**config.mk**
```make
export PLATFORM = sky130hd
export DESIGN_NAME = sscirq_top
export DESIGN_NICKNAME = d
export VERILOG_FILES = /design/src/rtl/sscirq_pkg.sv /design/src/rtl/sscirq_pin_drive.sv /design/src/rtl/sscirq_top.sv
export SDC_FILE = /design/constraint.sdc
export NUM_CORES = 1
export LEC_CHECK = 0
export BUFFER_PORTS_ARGS = -buffer_cell sky130_fd_sc_hd__buf_2
export CORE_ASPECT_RATIO = 0.6
export CORE_MARGIN = 4
export CORE_UTILIZATION = 40
export DETAILED_ROUTE_END_ITERATION = 8
export SYNTH_ARGS = -nofsm -noshare
export SYNTH_HDL_FRONTEND = slang
export SYNTH_SLANG_ARGS = --single-unit
```
**constraint.sdc**
```tcl
create_clock -name clk_sys -period 2.67 [get_ports clk_sys]
set_input_delay 0.1335 -clock clk_sys [delete_from_list [all_inputs] [get_ports clk_sys]]
set_output_delay 0.1335 -clock clk_sys [all_outputs]
set_load 0.005 [all_outputs]
```
**src/rtl/sscirq_pkg.sv**
```systemverilog
// package: register map, field positions and types of the system control / irq block
package sscirq_pkg;
	localparam logic [7:0] ADDR_SYS_CTRL_TWO   = 8'h2B;
	localparam logic [7:0] ADDR_WAKE_PIN_CFG   = 8'h2C;
	localparam logic [7:0] ADDR_IRQ_ENABLE     = 8'h2D;
	localparam logic [7:0] ADDR_IRQ_ROUTE      = 8'h2E;
	localparam logic [7:0] ADDR_IRQ_SOURCE     = 8'h0C;
	// system_control_two fields
	localparam int BIT_SELF_CHECK   = 7;
	localparam int BIT_SOFT_RESET   = 6;
	localparam int BIT_DOZE_ENABLE  = 2;
	localparam int SLEEP_OS_LSB     = 3;
	localparam int WAKE_OS_LSB      = 0;
	// wake_source_and_pin_config fields
	localparam int BIT_IRQ_POLARITY = 1;
	localparam int BIT_IRQ_DRIVE    = 0;
	// source bit positions shared by enable, routing and source registers
	localparam int SRC_DOZE   = 7;
	localparam int SRC_TRANS  = 5;
	localparam int SRC_ORIENT = 4;
	localparam int SRC_PULSE  = 3;
	localparam int SRC_FALL   = 2;
	localparam int SRC_READY  = 0;
	// writable masks; unused positions read as zero
	localparam logic [7:0] MASK_SYS_CTRL_TWO = 8'h9F;
	localparam logic [7:0] MASK_WAKE_PIN_CFG = 8'h7B;
	localparam logic [7:0] MASK_IRQ_SRC      = 8'hBD;
	localparam logic [7:0] RESET_VALUE       = 8'h00;
	// wake register holds detector wake bits one place above the source bits
	localparam int WAKE_SHIFT = 1;
	// boot sequence length after a soft reset, in clock cycles
	localparam logic [3:0] BOOT_CYCLES = 4'h8;
	localparam logic [2:0] OS_RATIO_LOG_FAST = 3'h1;

	typedef enum logic [1:0] {
		OS_NORMAL    = 2'h0,
		OS_LOW_NOISE = 2'h1,
		OS_HIGH_RES  = 2'h2,
		OS_LOW_POWER = 2'h3
	} sscirq_os_e;

	typedef enum logic [1:0] {
		ST_RUN   = 2'h0,
		ST_BOOT  = 2'h1
	} sscirq_boot_e;

	typedef struct packed {
		logic       wrEn;
		logic       rdEn;
		logic [7:0] addr;
		logic [7:0] wdata;
	} sscirq_bus_s;

	typedef struct packed {
		logic       doze;
		logic       trans;
		logic       orient;
		logic       pulse;
		logic       fall;
		logic       ready;
	} sscirq_flags_s;
endpackage : sscirq_pkg

```
**src/rtl/sscirq_pin_drive.sv**
```systemverilog
// one interrupt pin driver: polarity and push-pull or open-drain selection
`timescale 1ns/1ps
`default_nettype none
module sscirq_pin_drive
	import sscirq_pkg::*;
(
	input  wire logic clk_sys,
	input  wire logic rstn,
	input  wire logic active,
	input  wire logic polarityHigh,
	input  wire logic openDrain,
	output var  logic pinOut,
	output var  logic pinOe
);
	typedef struct packed {
		logic pinOut;
		logic pinOe;
	} sscirq_pin_s;
	sscirq_pin_s state_reg;
	sscirq_pin_s state_next;
	logic        level;

	always_comb begin
		level = active ? polarityHigh : ~polarityHigh;
		state_next.pinOut = level;
		if (openDrain) begin
			// open drain only pulls low; the high level comes from the pull-up
			state_next.pinOut = 1'b0;
			state_next.pinOe  = ~level;
		end else begin
			state_next.pinOe  = 1'b1;
		end
	end

	always_ff @(posedge clk_sys or negedge rstn) begin
		if (!rstn) begin
			state_reg <= '{pinOut: 1'b1, pinOe: 1'b1};
		end else begin
			state_reg <= state_next;
		end
	end

	assign pinOut = state_reg.pinOut;
	assign pinOe  = state_reg.pinOe;
endmodule : sscirq_pin_drive
`default_nettype wire

```
**src/rtl/sscirq_top.sv**
```systemverilog
// system control and interrupt routing block of a three-axis motion sensor
// Summary of operation
// - self-check bit applies stimulus to axis outputs
// - soft reset reloads every register default
// - soft reset also resets serial interface
// - reset bit never stored, reads zero even during boot
// - auto-doze bit gates automatic sleep entry
// - separate wake and sleep oversample selectors
// - selector encoding fixed, both reset to normal
// - averaging ratio from scheme and data rate
// - wake-source bits let detectors wake system
// - polarity bit selects asserted pin level
// - drive bit selects push-pull or open drain
// - six enables gate flags into controller
// - routing bit one pin a, zero pin b
// - doze switches oversample mode after inactivity period
// - doze and ready never wake nor restart
// - each doze transition except the soft-reset exit raises doze interrupt
`timescale 1ns/1ps
`default_nettype none
module sscirq_top
	import sscirq_pkg::*;
(
	input  wire logic          clk_sys,
	input  wire logic          rstn,
	input  wire sscirq_bus_s   bus,
	output var  logic [7:0]    rdata,
	output var  logic          serialReset,
	input  wire sscirq_flags_s detFlags,
	input  wire logic          inactivityExpired,
	input  wire logic [2:0]    rateSel,
	output var  logic          selfCheckActive,
	output var  logic          dozeActive,
	output var  logic          inactivityRestart,
	output var  logic [1:0]    activeOversample,
	output var  logic [3:0]    avgRatioLog2,
	output var  logic          irq_pin_a_out,
	output var  logic          irq_pin_a_oe,
	output var  logic          irq_pin_b_out,
	output var  logic          irq_pin_b_oe
);
	typedef struct packed {
		logic [7:0]   ctrlTwo;
		logic [7:0]   wakeCfg;
		logic [7:0]   irqEnable;
		logic [7:0]   irqRoute;
		logic [7:0]   rdata;
		sscirq_boot_e boot;
		logic [3:0]   bootCnt;
		logic         serialReset;
		logic         doze;
		logic         dozeEvent;
		logic         restart;
		logic         pinA;
		logic         pinB;
		logic [3:0]   ratioLog;
		logic [1:0]   osAct;
	} sscirq_state_s;

	sscirq_state_s state_reg;
	sscirq_state_s state_next;
	logic [7:0]    srcVec;
	logic [7:0]    srcActive;
	logic          wakeHit;
	logic          activity;
	logic [1:0]    osSel;

	// log2 of averaging ratio; lowest rate and fastest rate are the anchors
	function automatic logic [3:0] ratio_log(input logic [1:0] os, input logic [2:0] dr);
		logic [3:0] r;
		r = 4'h1;
		if (dr == 3'h0) begin
			r = {1'b0, OS_RATIO_LOG_FAST};
		end else if (dr == 3'h7) begin
			case (sscirq_os_e'(os))
				OS_NORMAL:    r = 4'h7;
				OS_LOW_NOISE: r = 4'h5;
				OS_HIGH_RES:  r = 4'hA;
				default:      r = 4'h4;
			endcase
		end else begin
			case (sscirq_os_e'(os))
				OS_HIGH_RES:  r = 4'h9 - {1'b0, dr};
				OS_LOW_POWER: r = 4'h1;
				default:      r = 4'h2;
			endcase
		end
		return r;
	endfunction : ratio_log

	always_comb begin
		srcVec = 8'h00;
		srcVec[SRC_DOZE]   = state_reg.dozeEvent;
		srcVec[SRC_TRANS]  = detFlags.trans;
		srcVec[SRC_ORIENT] = detFlags.orient;
		srcVec[SRC_PULSE]  = detFlags.pulse;
		srcVec[SRC_FALL]   = detFlags.fall;
		srcVec[SRC_READY]  = detFlags.ready;
		srcActive = srcVec & state_reg.irqEnable & MASK_IRQ_SRC;
		wakeHit = |(srcActive[SRC_TRANS:SRC_FALL]
			& state_reg.wakeCfg[SRC_TRANS+WAKE_SHIFT:SRC_FALL+WAKE_SHIFT]);
		activity = |srcActive[SRC_TRANS:SRC_FALL];
		osSel = state_reg.doze ? state_reg.ctrlTwo[SLEEP_OS_LSB +: 2]
			: state_reg.ctrlTwo[WAKE_OS_LSB +: 2];
	end

	always_comb begin
		state_next = state_reg;
		state_next.restart   = 1'b0;
		state_next.dozeEvent = state_reg.dozeEvent;
		if (!state_reg.doze && state_reg.ctrlTwo[BIT_DOZE_ENABLE] && inactivityExpired
			&& !activity) begin
			state_next.doze = 1'b1;
		end else if (state_reg.doze && (wakeHit || !state_reg.ctrlTwo[BIT_DOZE_ENABLE])) begin
			state_next.doze = 1'b0;
		end
		if (state_next.doze != state_reg.doze) begin
			state_next.dozeEvent = 1'b1;
		end
		state_next.restart = activity;
		state_next.ratioLog = ratio_log(osSel, rateSel);
		state_next.pinA = |(srcActive & state_reg.irqRoute);
		state_next.pinB = |(srcActive & ~state_reg.irqRoute);
		state_next.rdata = state_reg.rdata;
		if (bus.rdEn) begin
			case (bus.addr)
				ADDR_SYS_CTRL_TWO: state_next.rdata = state_reg.ctrlTwo & MASK_SYS_CTRL_TWO;
				ADDR_WAKE_PIN_CFG: state_next.rdata = state_reg.wakeCfg & MASK_WAKE_PIN_CFG;
				ADDR_IRQ_ENABLE:   state_next.rdata = state_reg.irqEnable & MASK_IRQ_SRC;
				ADDR_IRQ_ROUTE:    state_next.rdata = state_reg.irqRoute & MASK_IRQ_SRC;
				ADDR_IRQ_SOURCE:   state_next.rdata = srcActive;
				default:           state_next.rdata = RESET_VALUE;
			endcase
			// reading the source register acknowledges the doze event
			if (bus.addr == ADDR_IRQ_SOURCE && state_next.doze == state_reg.doze) begin
				state_next.dozeEvent = 1'b0;
			end
		end
		case (state_reg.boot)
			ST_BOOT: begin
				state_next.serialReset = 1'b1;
				state_next.bootCnt     = state_reg.bootCnt - 4'h1;
				if (state_reg.bootCnt == 4'h1) begin
					state_next.boot        = ST_RUN;
					state_next.serialReset = 1'b0;
				end
			end
			ST_RUN: begin
				if (bus.wrEn) begin
					case (bus.addr)
						ADDR_SYS_CTRL_TWO: begin
							state_next.ctrlTwo = bus.wdata & MASK_SYS_CTRL_TWO;
						end
						ADDR_WAKE_PIN_CFG: state_next.wakeCfg = bus.wdata & MASK_WAKE_PIN_CFG;
						ADDR_IRQ_ENABLE:   state_next.irqEnable = bus.wdata & MASK_IRQ_SRC;
						ADDR_IRQ_ROUTE:    state_next.irqRoute = bus.wdata & MASK_IRQ_SRC;
						default:           state_next.ctrlTwo = state_reg.ctrlTwo;
					endcase
					if (bus.addr == ADDR_SYS_CTRL_TWO && bus.wdata[BIT_SOFT_RESET]) begin
						state_next.ctrlTwo     = RESET_VALUE;
						state_next.wakeCfg     = RESET_VALUE;
						state_next.irqEnable   = RESET_VALUE;
						state_next.irqRoute    = RESET_VALUE;
						state_next.doze        = 1'b0;
						state_next.dozeEvent   = 1'b0;
						state_next.boot        = ST_BOOT;
						state_next.bootCnt     = BOOT_CYCLES;
						state_next.serialReset = 1'b1;
						state_next.pinA        = 1'b0;
						state_next.pinB        = 1'b0;
					end
				end
			end
			default: state_next.boot = ST_RUN;
		endcase
		// selector of the coming state, registered so the port is a flop
		state_next.osAct = state_next.doze ? state_next.ctrlTwo[SLEEP_OS_LSB +: 2]
			: state_next.ctrlTwo[WAKE_OS_LSB +: 2];
	end

	always_ff @(posedge clk_sys or negedge rstn) begin
		if (!rstn) begin
			state_reg <= '{ctrlTwo: 8'h00, wakeCfg: 8'h00, irqEnable: 8'h00, irqRoute: 8'h00,
				rdata: 8'h00, boot: ST_RUN, bootCnt: 4'h0, serialReset: 1'b0, doze: 1'b0,
				dozeEvent: 1'b0, restart: 1'b0, pinA: 1'b0, pinB: 1'b0, ratioLog: 4'h1,
				osAct: 2'h0};
		end else begin
			state_reg <= state_next;
		end
	end

	// pin drivers are registered, so the pins lag the internal request by one cycle
	sscirq_pin_drive uPinA (
		.clk_sys      (clk_sys),
		.rstn         (rstn),
		.active       (state_reg.pinA),
		.polarityHigh (state_reg.wakeCfg[BIT_IRQ_POLARITY]),
		.openDrain    (state_reg.wakeCfg[BIT_IRQ_DRIVE]),
		.pinOut       (irq_pin_a_out),
		.pinOe        (irq_pin_a_oe)
	);
	sscirq_pin_drive uPinB (
		.clk_sys      (clk_sys),
		.rstn         (rstn),
		.active       (state_reg.pinB),
		.polarityHigh (state_reg.wakeCfg[BIT_IRQ_POLARITY]),
		.openDrain    (state_reg.wakeCfg[BIT_IRQ_DRIVE]),
		.pinOut       (irq_pin_b_out),
		.pinOe        (irq_pin_b_oe)
	);

	assign rdata             = state_reg.rdata;
	assign serialReset       = state_reg.serialReset;
	assign selfCheckActive   = state_reg.ctrlTwo[BIT_SELF_CHECK];
	assign dozeActive        = state_reg.doze;
	assign inactivityRestart = state_reg.restart;
	assign activeOversample  = state_reg.osAct;
	assign avgRatioLog2      = state_reg.ratioLog;

	AST_RST_SELF_CLEAR: assert property (@(posedge clk_sys) disable iff (!rstn)
		bus.wrEn && bus.addr == ADDR_SYS_CTRL_TWO && bus.wdata[BIT_SOFT_RESET]
		&& state_reg.boot == ST_RUN |=> state_reg.ctrlTwo == 8'h00 && serialReset)
		else $error("soft reset did not clear control");
	AST_SERIAL_RELEASE: assert property (@(posedge clk_sys) disable iff (!rstn)
		$rose(serialReset) |-> serialReset [*8] ##1 !serialReset)
		else $error("serial reset length wrong");
	AST_PIN_A: assert property (@(posedge clk_sys) disable iff (!rstn)
		state_reg.pinA && !state_reg.wakeCfg[BIT_IRQ_DRIVE]
		|=> irq_pin_a_out == $past(state_reg.wakeCfg[BIT_IRQ_POLARITY]))
		else $error("pin a level wrong");
	AST_ROUTE_B: assert property (@(posedge clk_sys) disable iff (!rstn)
		detFlags.ready && state_reg.irqEnable[SRC_READY] && !state_reg.irqRoute[SRC_READY]
		&& !(bus.wrEn && bus.addr == ADDR_SYS_CTRL_TWO && bus.wdata[BIT_SOFT_RESET])
		|=> state_reg.pinB)
		else $error("pin b routing wrong");
	AST_ENABLE_GATE: assert property (@(posedge clk_sys) disable iff (!rstn)
		(srcVec & state_reg.irqEnable) == 8'h00 |=> !state_reg.pinA && !state_reg.pinB)
		else $error("disabled source reached controller");
	AST_NO_DOZE: assert property (@(posedge clk_sys) disable iff (!rstn)
		!state_reg.ctrlTwo[BIT_DOZE_ENABLE] |=> !dozeActive)
		else $error("doze without enable");
	AST_DOZE_EVENT: assert property (@(posedge clk_sys) disable iff (!rstn)
		$changed(dozeActive) && state_reg.boot == ST_RUN |-> state_reg.dozeEvent)
		else $error("doze transition lost");
	AST_OPEN_DRAIN: assert property (@(posedge clk_sys) disable iff (!rstn)
		state_reg.wakeCfg[BIT_IRQ_DRIVE] && $stable(state_reg.wakeCfg) |=> !irq_pin_a_out)
		else $error("open drain drove high");
	AST_RESERVED: assert property (@(posedge clk_sys) disable iff (!rstn)
		(state_reg.wakeCfg & ~MASK_WAKE_PIN_CFG) == 8'h00)
		else $error("reserved bit stored");
	AST_RESTART: assert property (@(posedge clk_sys) disable iff (!rstn)
		inactivityRestart |-> $past(activity))
		else $error("restart without detector");

	COV_SOFT_RESET: cover property (@(posedge clk_sys) disable iff (!rstn) $rose(serialReset));
	COV_DOZE: cover property (@(posedge clk_sys) disable iff (!rstn) $rose(dozeActive));
	COV_WAKE: cover property (@(posedge clk_sys) disable iff (!rstn) $fell(dozeActive));
	COV_BOTH_PINS: cover property (@(posedge clk_sys) disable iff (!rstn)
		state_reg.pinA && state_reg.pinB);
endmodule : sscirq_top
`default_nettype wire

```
==> flow_summary.ini, run 1 <==
[outcome]
status = finished, final reports clean

[placement]
dp_hpwl_um = 5580
port_buffers = 50
gp_congestion = 0.945

[synth]
synthCells = 274
yosysSeqAreaShare_pct = 48.1
ys_ff_latch = 53
yosysTopAreaCell = dfrtp_1
synth-edff-count = 0
syn_nets = 307
avgSynthCellArea_um2 = 10.1
ys_warn_count = 0
synth_cell_types = 49
synth_ff_type = dfrtp_1
async_flop_share_pct = 100
ys_top_cells_by_area = dfrtp_1 43%, a22o_1 6.3%, dfstp_2 4.7%
syn-cell-area_um2 = 2770
yosys.area.top_type_share_pct = 43.3

[die]
die_height_um = 72.5
core_area_um2 = 6710
row_count = 23
dieArea_um2 = 8370
die_w_um = 115
start_util_pct = 41.3
ios = 52

[clocking]
cts_buffers = 5
cts_sinks = 53
cts_tree = built
htree_levels = 2
cts_root_buf = clkbuf_16
post_cts_buffers = 0
clk_path_buf_depth = 2
clkSlewWorstSetupHoldPaths_ps = 60
worst_skew_pair.late_latency_ps = 300

[global_routing]
globalRouteOverflowTotal = 0
grt_use_total_pct = 18.8
antenna_found_initial = 0
grt_max_degree = 36
grt_pass1_wl_um = 11800
grt_pass1_vias = 2239

[finish]
drive_gt1_share_pct = 24.2
ff_latch_area_um2 = 1330
final_util_pct = 47.1
largest_reg_flops = 30
diodes = 0
multi_input_area_um2 = 1220
fillCellCount = 661
area_growth_pct = 14.0
fin_nets = 346

[timing]
hold_viol = 0
finalSetupViolations = 0
drv_slew = 0
fmax_ghz = 0.574
setup_tns_ps = 0
post-route-min-period_ps = 1740
finalCritPeriodShare_pct = 65.2
worstMarginPinSlew_ps = 476
relSlewSlack_pct = 68.1
finClkSkew_ps = 5.74
rsz0062_at_grt = false

[power]
power_frac_clock_pct = 33.7
combPwrFrac_pct = 16.3
p_int_mw = 1.41
p_leak_nw = 1.52
p_sw_uw = 512
p_sw_share_pct = 26.6
power_frac_seq_pct = 50.0
vdd_drop_max_mv = 0.381
power_density_nw_per_um2 = 609

[critical_path]
ff2ff_setup_slack_ps = 930
timing.rr.end = activeOversample[0]$_DFF_PN0_
cp-startpoint = state_reg[16]$_DFFE_PN0P_
crit_path_max_fanout = 11
cp.required_ps = 2850
crit_end = activeOversample[0]$_DFF_PN0_
critPathLaunchType = flop
end_kind = flop
r2r_start = state_reg[16]$_DFFE_PN0P_
r2r_cells = 5
crit_type = flop to flop
arrival_ps = 1920

[route]
postRouteWirelength_um = 7250
viasPerCell = 5.59
vias = 2240
ant_nets = 0
drc_errors = 0
drt_iter0_markers = 186
wl_per_cell_um = 18.1
first_pass_iters = 4

[min_path]
min_path_type = input port to flop

[run]
cap_violations = 0
-- cell type report --
cell class	count	area share, %
flip-flops and latches	53	42.2
well taps	87	3.45
repair buffers	55	9.19
multi-input cells	183	38.7
inverters	15	1.78
clock buffers	8	4.64
-- placed cells by master (no fill, tap or decap), types with 5 or more instances in the layout --
master     instances
a22oi_1            6
and3_1             7
a22o_1            20
o21ai_0           12
inv_1             15
buf_2             50
nor3_1             5
nand3_1           17
a21oi_1            8
dfrtp_1           48
clkbuf_16          5
dfstp_2            5
nand2_1           19
nor2_1            13
o22ai_1            8
nor2b_1            6
-- power groups by stage --
stage          Sequential (mW)  Combinational (mW)  Clock (mW)
6_report                 0.961               0.313       0.648
5_1_grt                  0.973               0.356       0.712
4_1_cts                  0.959               0.315       0.672
3_5_place_dp             0.974               0.312           0
3_3_place_gp             0.971               0.308           0
2_1_floorplan            0.959               0.199           0
-- how the worst min path moves through the flow --
stage / slack [ps] / end / cells after the start / start
detailed placement: 90 / state_reg[34]$_DFFE_PN0P_ / 1 / rstn
global route: 80 / state_reg[43]$_DFFE_PN0P_ / 2 / bus[1]
global placement: 90 / state_reg[34]$_DFFE_PN0P_ / 1 / rstn
finish: 70 / state_reg[43]$_DFFE_PN0P_ / 2 / bus[1]
CTS: 60 / state_reg[43]$_DFFE_PN0P_ / 2 / bus[1]
floorplan: -160 / activeOversample[0]$_DFF_PN0_ / 0 / rstn
-- synthesized netlist by cell type, types with 7 or more instances --
cell	count
a21oi_1	8
a22o_1	20
and3_1	7
buf_4	14
dfrtp_1	48
inv_1	15
nand2_1	19
nand3_1	17
nor2_1	13
o21ai_0	12
o22ai_1	8
-- routing by layer --
metal	share of wire [%]	vias up	global-route usage, %
li1	-	1067	-
met5	0	-	0
met3	10	10	6.17
met2	40	87	25.2
met4	1.7	0	6.64
met1	49	1076	28.1
-- through the flow --
step	power (mW)	hold slack (ps)	worst slack (ps)	instances	instance area, µm²
after floorplan	1.16	-162	730	274	2770
after global placement	1.28	90.1	684	392	3000
after detailed placement	1.29	94.7	651	392	3000
after CTS	1.95	60.1	923	401	3160
after global routing	2.04	77.0	844	401	3160
final	1.92	69.2	929	401	3160
-- critical path, stage by stage (launching register included) --
cell and delay (ps):
dfrtp_1 440, nor2b_1 130, buf_4 180, and2_4 240
mux2_4 330, mux2_1 290
-- repair_timing --
item                                   CTS  global route
setup endpoints to repair                0             0
endpoints found under the hold margin   13             0
resized for setup                        0             0
hold buffers                             1             0
-- logic make-up (layout without fill, tap and decap cells) --
| family | Yosys count | count (layout) | synth area share, % |
|---|---|---|---|
| AOI/OAI and AO/OA | 75 | 75 | 18.8 |
| muxes | 11 | 11 | 4.83 |
| and+or+nand+nor | 89 | 89 | 17.5 |
| DFF | 53 | 53 | 48.1 |
| adders and majority gates | 4 | 4 | 1.72 |
| buffers and inverters | 38 | 78 | 7.76 |
| xor gates and xnor gates | 4 | 4 | 1.26 |
(Power assumes the default switching activity.)
==> run 2: changes to the inputs <==
Clock period 2.67 ns to 1.65 ns, I/O delays scaled along.
==> flow_summary.ini, run 2 (synthesis gave the netlist of run 1 again) <==
[route]
ant_nets = 0
postRouteWirelength_um = 7670
wl_per_cell_um = 17.9
viasPerCell = 5.61
drc_errors = 0
vias = 2406
first_pass_iters = 6
drt_iter0_markers = 212

[finish]
area_growth_pct = 22.9
fin_nets = 374
mostFrequentLayoutCell = buf_2
most-common-layout-cells = 50 x buf_2, 48 x dfrtp_1, 32 x buf_4
diodes = 0
drive_gt1_share_pct = 31.6
final_cells = 429
largest_reg_flops = 30

[global_routing]
met3_usage_pct = 5.75
grt_busiest_layer = met1
grt_max_degree = 21
grt_use_met2_pct = 26.1
met1_usage_pct = 29.5
grt_pass1_vias = 2264
globalRouteOverflowTotal = 0
grt_use_total_pct = 19.0
antenna_found_initial = 0
grt_pass1_wl_um = 12200

[timing]
hold_viol = 0
finClkSkew_ps = 5.00
finalSetupViolations = 0
drv_slew = 0
whs_ps = 29.0
fmax_ghz = 0.630
relSlewSlack_pct = 67.1
worstMarginPinSlew_ps = 490
finalCritPeriodShare_pct = 96.2
setup_tns_ps = 0
post-route-min-period_ps = 1590

[power]
p_leak_nw = 1.67
power_density_nw_per_um2 = 990
p_sw_share_pct = 26.2
power_frac_seq_pct = 45.6
p_sw_uw = 883
p_int_mw = 2.49
combPwrFrac_pct = 17.9
vdd_drop_max_mv = 0.551
power_frac_clock_pct = 36.6

[placement]
gp_congestion = 0.987
dp_hpwl_um = 5980
dp_cells = 419
port_buffers = 50

[critical_path]
critical_path_depth = 6
critical-path-max-stage-delay_ps = 430
path_cells = buf_2, or3_1, nor3b_4, and2_4, mux2_4, mux2_1
r2r_cells = 5
crit_buf_inv = 1
cp.required_ps = 1820
crit_type = input port to flop
crit_end = activeOversample[0]$_DFF_PN0_
crit_slowest_cell = or3_1
r2r_start = state_reg[37]$_DFFE_PN0P_
crit_path_max_fanout = 5
ff2ff_setup_slack_ps = 130
cp-startpoint = bus[12]
path_delay_family = simple AND/OR/NAND/NOR gates
timing.rr.end = activeOversample[0]$_DFF_PN0_
end_kind = flop
critPathLaunchType = input port
arrival_ps = 1760

[clocking]
htree_levels = 2
worst_skew_pair.late_latency_ps = 290
clk_path_buf_depth = 2
clkSlewWorstSetupHoldPaths_ps = 70
cts_tree = built
cts_sinks = 53
cts_buffers = 5
cts_root_buf = clkbuf_16

[die]
dieArea_um2 = 8370
core_area_um2 = 6710
die_w_um = 115
start_util_pct = 41.3
row_count = 23
die_height_um = 72.5
ios = 52

[min_path]
min_path_type = input port to flop

[outcome]
status = finished, final reports clean

[run]
cap_violations = 0
[run 2: cell types whose count changed in the layout (fill, tap and decap cells not counted)]
| cell | previous run | this run |
|---|---|---|
| a22oi_1 | 6 | 5 |
| a22oi_2 | 0 | 1 |
| buf_4 | 4 | 32 |
| bufinv_16 | 0 | 1 |
| clkbuf_1 | 2 | 0 |
| clkinvlp_4 | 0 | 1 |
| nand2_1 | 19 | 18 |
| nand2_2 | 0 | 1 |
| o21ai_0 | 12 | 11 |
| o21ai_1 | 4 | 5 |
[run 2: power by group through the flow]
stage	sequential, mW	combinational (mW)	clock, mW
after floorplan	1.55	0.322	0
after global placement	1.55	0.570	0
after detailed placement	1.55	0.574	0
after CTS	1.53	0.580	1.25
after global routing	1.55	0.671	1.32
final	1.54	0.603	1.23
[run 2: timing repair]
action,CTS,global route
setup endpoints to repair,0,2
hold buffers,1,0
hold endpoints to repair,12,0
resized for setup,0,3
setup buffers,0,1
[run 2: layout make-up]
| type | count | area (µm²) |
|---|---|---|
| Fill cell | 636 | 3300 |
| Sequential cell | 53 | 1330 |
| Multi-Input combinational cell | 183 | 1230 |
| Timing Repair Buffer | 83 | 500 |
| Clock buffer | 6 | 139 |
| Tap cell | 87 | 109 |
| Inverter | 15 | 56.3 |
| Clock inverter | 2 | 37.5 |
[run 2: worst min path at each step]
stage | from | to | depth (start not counted)
finish | bus[1] | state_reg[43]$_DFFE_PN0P_ | 2
global route | bus[1] | state_reg[43]$_DFFE_PN0P_ | 2
CTS | bus[1] | state_reg[43]$_DFFE_PN0P_ | 2
detailed placement | rstn | state_reg[41]$_DFFE_PN0P_ | 1
global placement | rstn | state_reg[34]$_DFFE_PN0P_ | 1
floorplan | rstn | activeOversample[0]$_DFF_PN0_ | 0
[run 2: layer usage]
metal / up-vias / wire, µm
li1: 1119 / -
met1: 1176 / 3780
met2: 103 / 3110
met3: 8 / 722
met4: 0 / 58
met5: - / 0
[run 2: worst reg2reg max path: stages (launching register included)]
cell and delay, ps:
dfrtp_1 440, a22oi_2 220, nand4_1 150, o21ai_1 160, nand2_2 120, mux2_1 320
[run 2: through the flow]
stage	cell area (µm²)	utilization (%)	total power, mW	worst slack [ps]
6_report	3410	50.8	3.37	63.4
5_1_grt	3410	50.8	3.54	-6.46
4_1_cts	3390	50.6	3.37	58.4
3_5_place_dp	3200	47.8	2.13	-233
3_3_place_gp	3200	47.8	2.12	-198
2_1_floorplan	2770	-	1.87	-239
==> run 3: changes to the inputs <==
Settings changed: ABC_AREA from default to 1.
==> flow_summary.ini, run 3 <==
[critical_path]
crit_path_max_fanout = 10
r2r_cells = 7
critPathLaunchType = flop
arrival_ps = 1770
r2r_start = state_reg[16]$_DFFE_PN0P_
cp.required_ps = 1880
ff2ff_setup_slack_ps = 110
timing.rr.end = state_reg[45]$_DFFE_PN0P_
end_kind = flop
crit_type = flop to flop

[route]
wl_per_cell_um = 14.8
first_pass_iters = 5
postRouteWirelength_um = 7090
viasPerCell = 4.95
drt_iter0_markers = 210
vias = 2376
drc_errors = 0
ant_nets = 0

[die]
core_area_um2 = 6820
die_w_um = 117
row_count = 23
die_height_um = 73.6
start_util_pct = 42.1
dieArea_um2 = 8650
ios = 52

[clocking]
clkSlewWorstSetupHoldPaths_ps = 70
cts_sinks = 53
worst_skew_pair.late_latency_ps = 300
htree_levels = 2
cts_buffers = 5
cts_root_buf = clkbuf_16
clk_path_buf_depth = 2
cts_tree = built
post_cts_buffers = 0

[power]
p_leak_nw = 1.72
vdd_drop_max_mv = 0.337
power_density_nw_per_um2 = 967

[synth]
yosysSeqAreaShare_pct = 46.4
synth_cell_types = 37
avgSynthCellArea_um2 = 8.35
ys_ff_latch = 53
syn_nets = 377
ys_top_cells_by_count = 71 x nand2_1, 48 x dfrtp_1, 40 x inv_1
synthCells = 344
yosysTopAreaCell = dfrtp_1
ys_top_cells_by_area = dfrtp_1 42%, nand2_1 9.3%, nand3_1 6.1%
syn-cell-area_um2 = 2870
async_flop_share_pct = 100
yosysMostFrequentCell = nand2_1
synth-edff-count = 0
synth_ff_type = dfrtp_1
ys_warn_count = 0
yosys.area.top_type_share_pct = 41.8

[outcome]
status = finished, final reports clean

[finish]
area_growth_pct = 15.4
largest_reg_flops = 30
mostFrequentLayoutCell = nand2_1
drive_gt1_share_pct = 26.7
diodes = 0
fin_nets = 425
most-common-layout-cells = 71 x nand2_1, 50 x buf_2, 48 x dfrtp_1

[timing]
setup_tns_ps = 0
relSlewSlack_pct = 69.8
whs_ps = 46.9
rsz0062_at_grt = false
drv_slew = 0
finClkSkew_ps = 6.01
finalSetupViolations = 0
worstMarginPinSlew_ps = 453
finalCritPeriodShare_pct = 93.2
hold_viol = 0
fmax_ghz = 0.651
post-route-min-period_ps = 1540

[min_path]
worst_hold_path.num_cells = 3
hold_end = state_reg[43]$_DFFE_PN0P_
min_path_type = input port to flop
hold_start = bus[1]

[placement]
port_buffers = 50
gp_congestion = 1.01
dp_hpwl_um = 5640

[global_routing]
grt_use_total_pct = 17.7
grt_pass1_vias = 2243
grt_max_degree = 23
globalRouteOverflowTotal = 0
antenna_found_initial = 0
grt_pass1_wl_um = 11700

[run]
cap_violations = 0
-- run 3: cell families (layout without fill, tap and decap cells) --
logic type / after synthesis / count (layout) / synth area share (%)
XOR/XNOR: 5 / 5 / 1.52
flip-flops: 53 / 53 / 46.4
AO/OA/AOI/OAI: 57 / 57 / 12.2
adder cells (fa/ha/maj): 3 / 3 / 1.31
AND/OR/NAND/NOR: 162 / 162 / 27.2
buffers and inverters: 64 / 113 / 11.4
-- run 3: final cells by class --
| class | instances | area [µm²] |
|---|---|---|
| clock buffers | 5 | 125 |
| multi-input cells | 227 | 1210 |
| well taps | 87 | 109 |
| repair buffers | 63 | 353 |
| clock inverters | 3 | 25.0 |
| flip-flops and latches | 53 | 1330 |
| inverters | 42 | 158 |
| fillers | 664 | 3510 |
-- run 3: routing by layer --
metal  vias up  GRT usage, %  part of all wire (%)
li1       1208             -                     -
met1      1100          26.2                    52
met2        56          24.4                    39
met3        12          5.23                   6.6
met4         0          6.37                   1.8
met5         -             0                     0
-- run 3: worst max path at each step --
stage	startpoint	endpoint	slack, ps	depth (start not counted)
after CTS	state_reg[16]$_DFFE_PN0P_	state_reg[33]$_DFFE_PN0P_	110	6
final	state_reg[16]$_DFFE_PN0P_	state_reg[45]$_DFFE_PN0P_	110	7
after floorplan	state_reg[16]$_DFFE_PN0P_	activeOversample[1]$_DFF_PN0_	260	7
after detailed placement	state_reg[16]$_DFFE_PN0P_	state_reg[33]$_DFFE_PN0P_	130	6
after global routing	state_reg[16]$_DFFE_PN0P_	state_reg[36]$_DFFE_PN0P_	20	6
after global placement	state_reg[16]$_DFFE_PN0P_	state_reg[41]$_DFFE_PN0P_	160	6
-- run 3: through the flow --
stage | power, mW | instances | instance area (µm²) | utilization (%) | setup slack [ps]
3_3_place_gp | 2.13 | 470 | 3140 | 46.1 | 165
6_report | 3.21 | 480 | 3310 | 48.6 | 113
5_1_grt | 3.39 | 480 | 3310 | 48.6 | 22.8
2_1_floorplan | 1.92 | 344 | 2870 | - | 259
3_5_place_dp | 2.14 | 470 | 3140 | 46.1 | 131
4_1_cts | 3.24 | 480 | 3310 | 48.6 | 110
-- run 3: critical path: stages, from the launching register on --
cell	delay [ps]
dfrtp_1	420
nor2_1	140
buf_4	170
nand4_4	220
nand2_1	150
buf_4	190
nor2_1	50
a21oi_1	110
-- run 3: report_power, final --
part           internal, mW  total [mW]  switching (mW)  leakage (nW)
Clock                 0.574        1.09           0.513        0.0708
Sequential             1.46        1.58           0.115         0.671
Combinational         0.225       0.540           0.314         0.979
-- run 3: repair_timing --
action	4_1_cts	5_1_grt
resized for setup	0	0
endpoints found under the hold margin	16	0
hold buffers	2	0
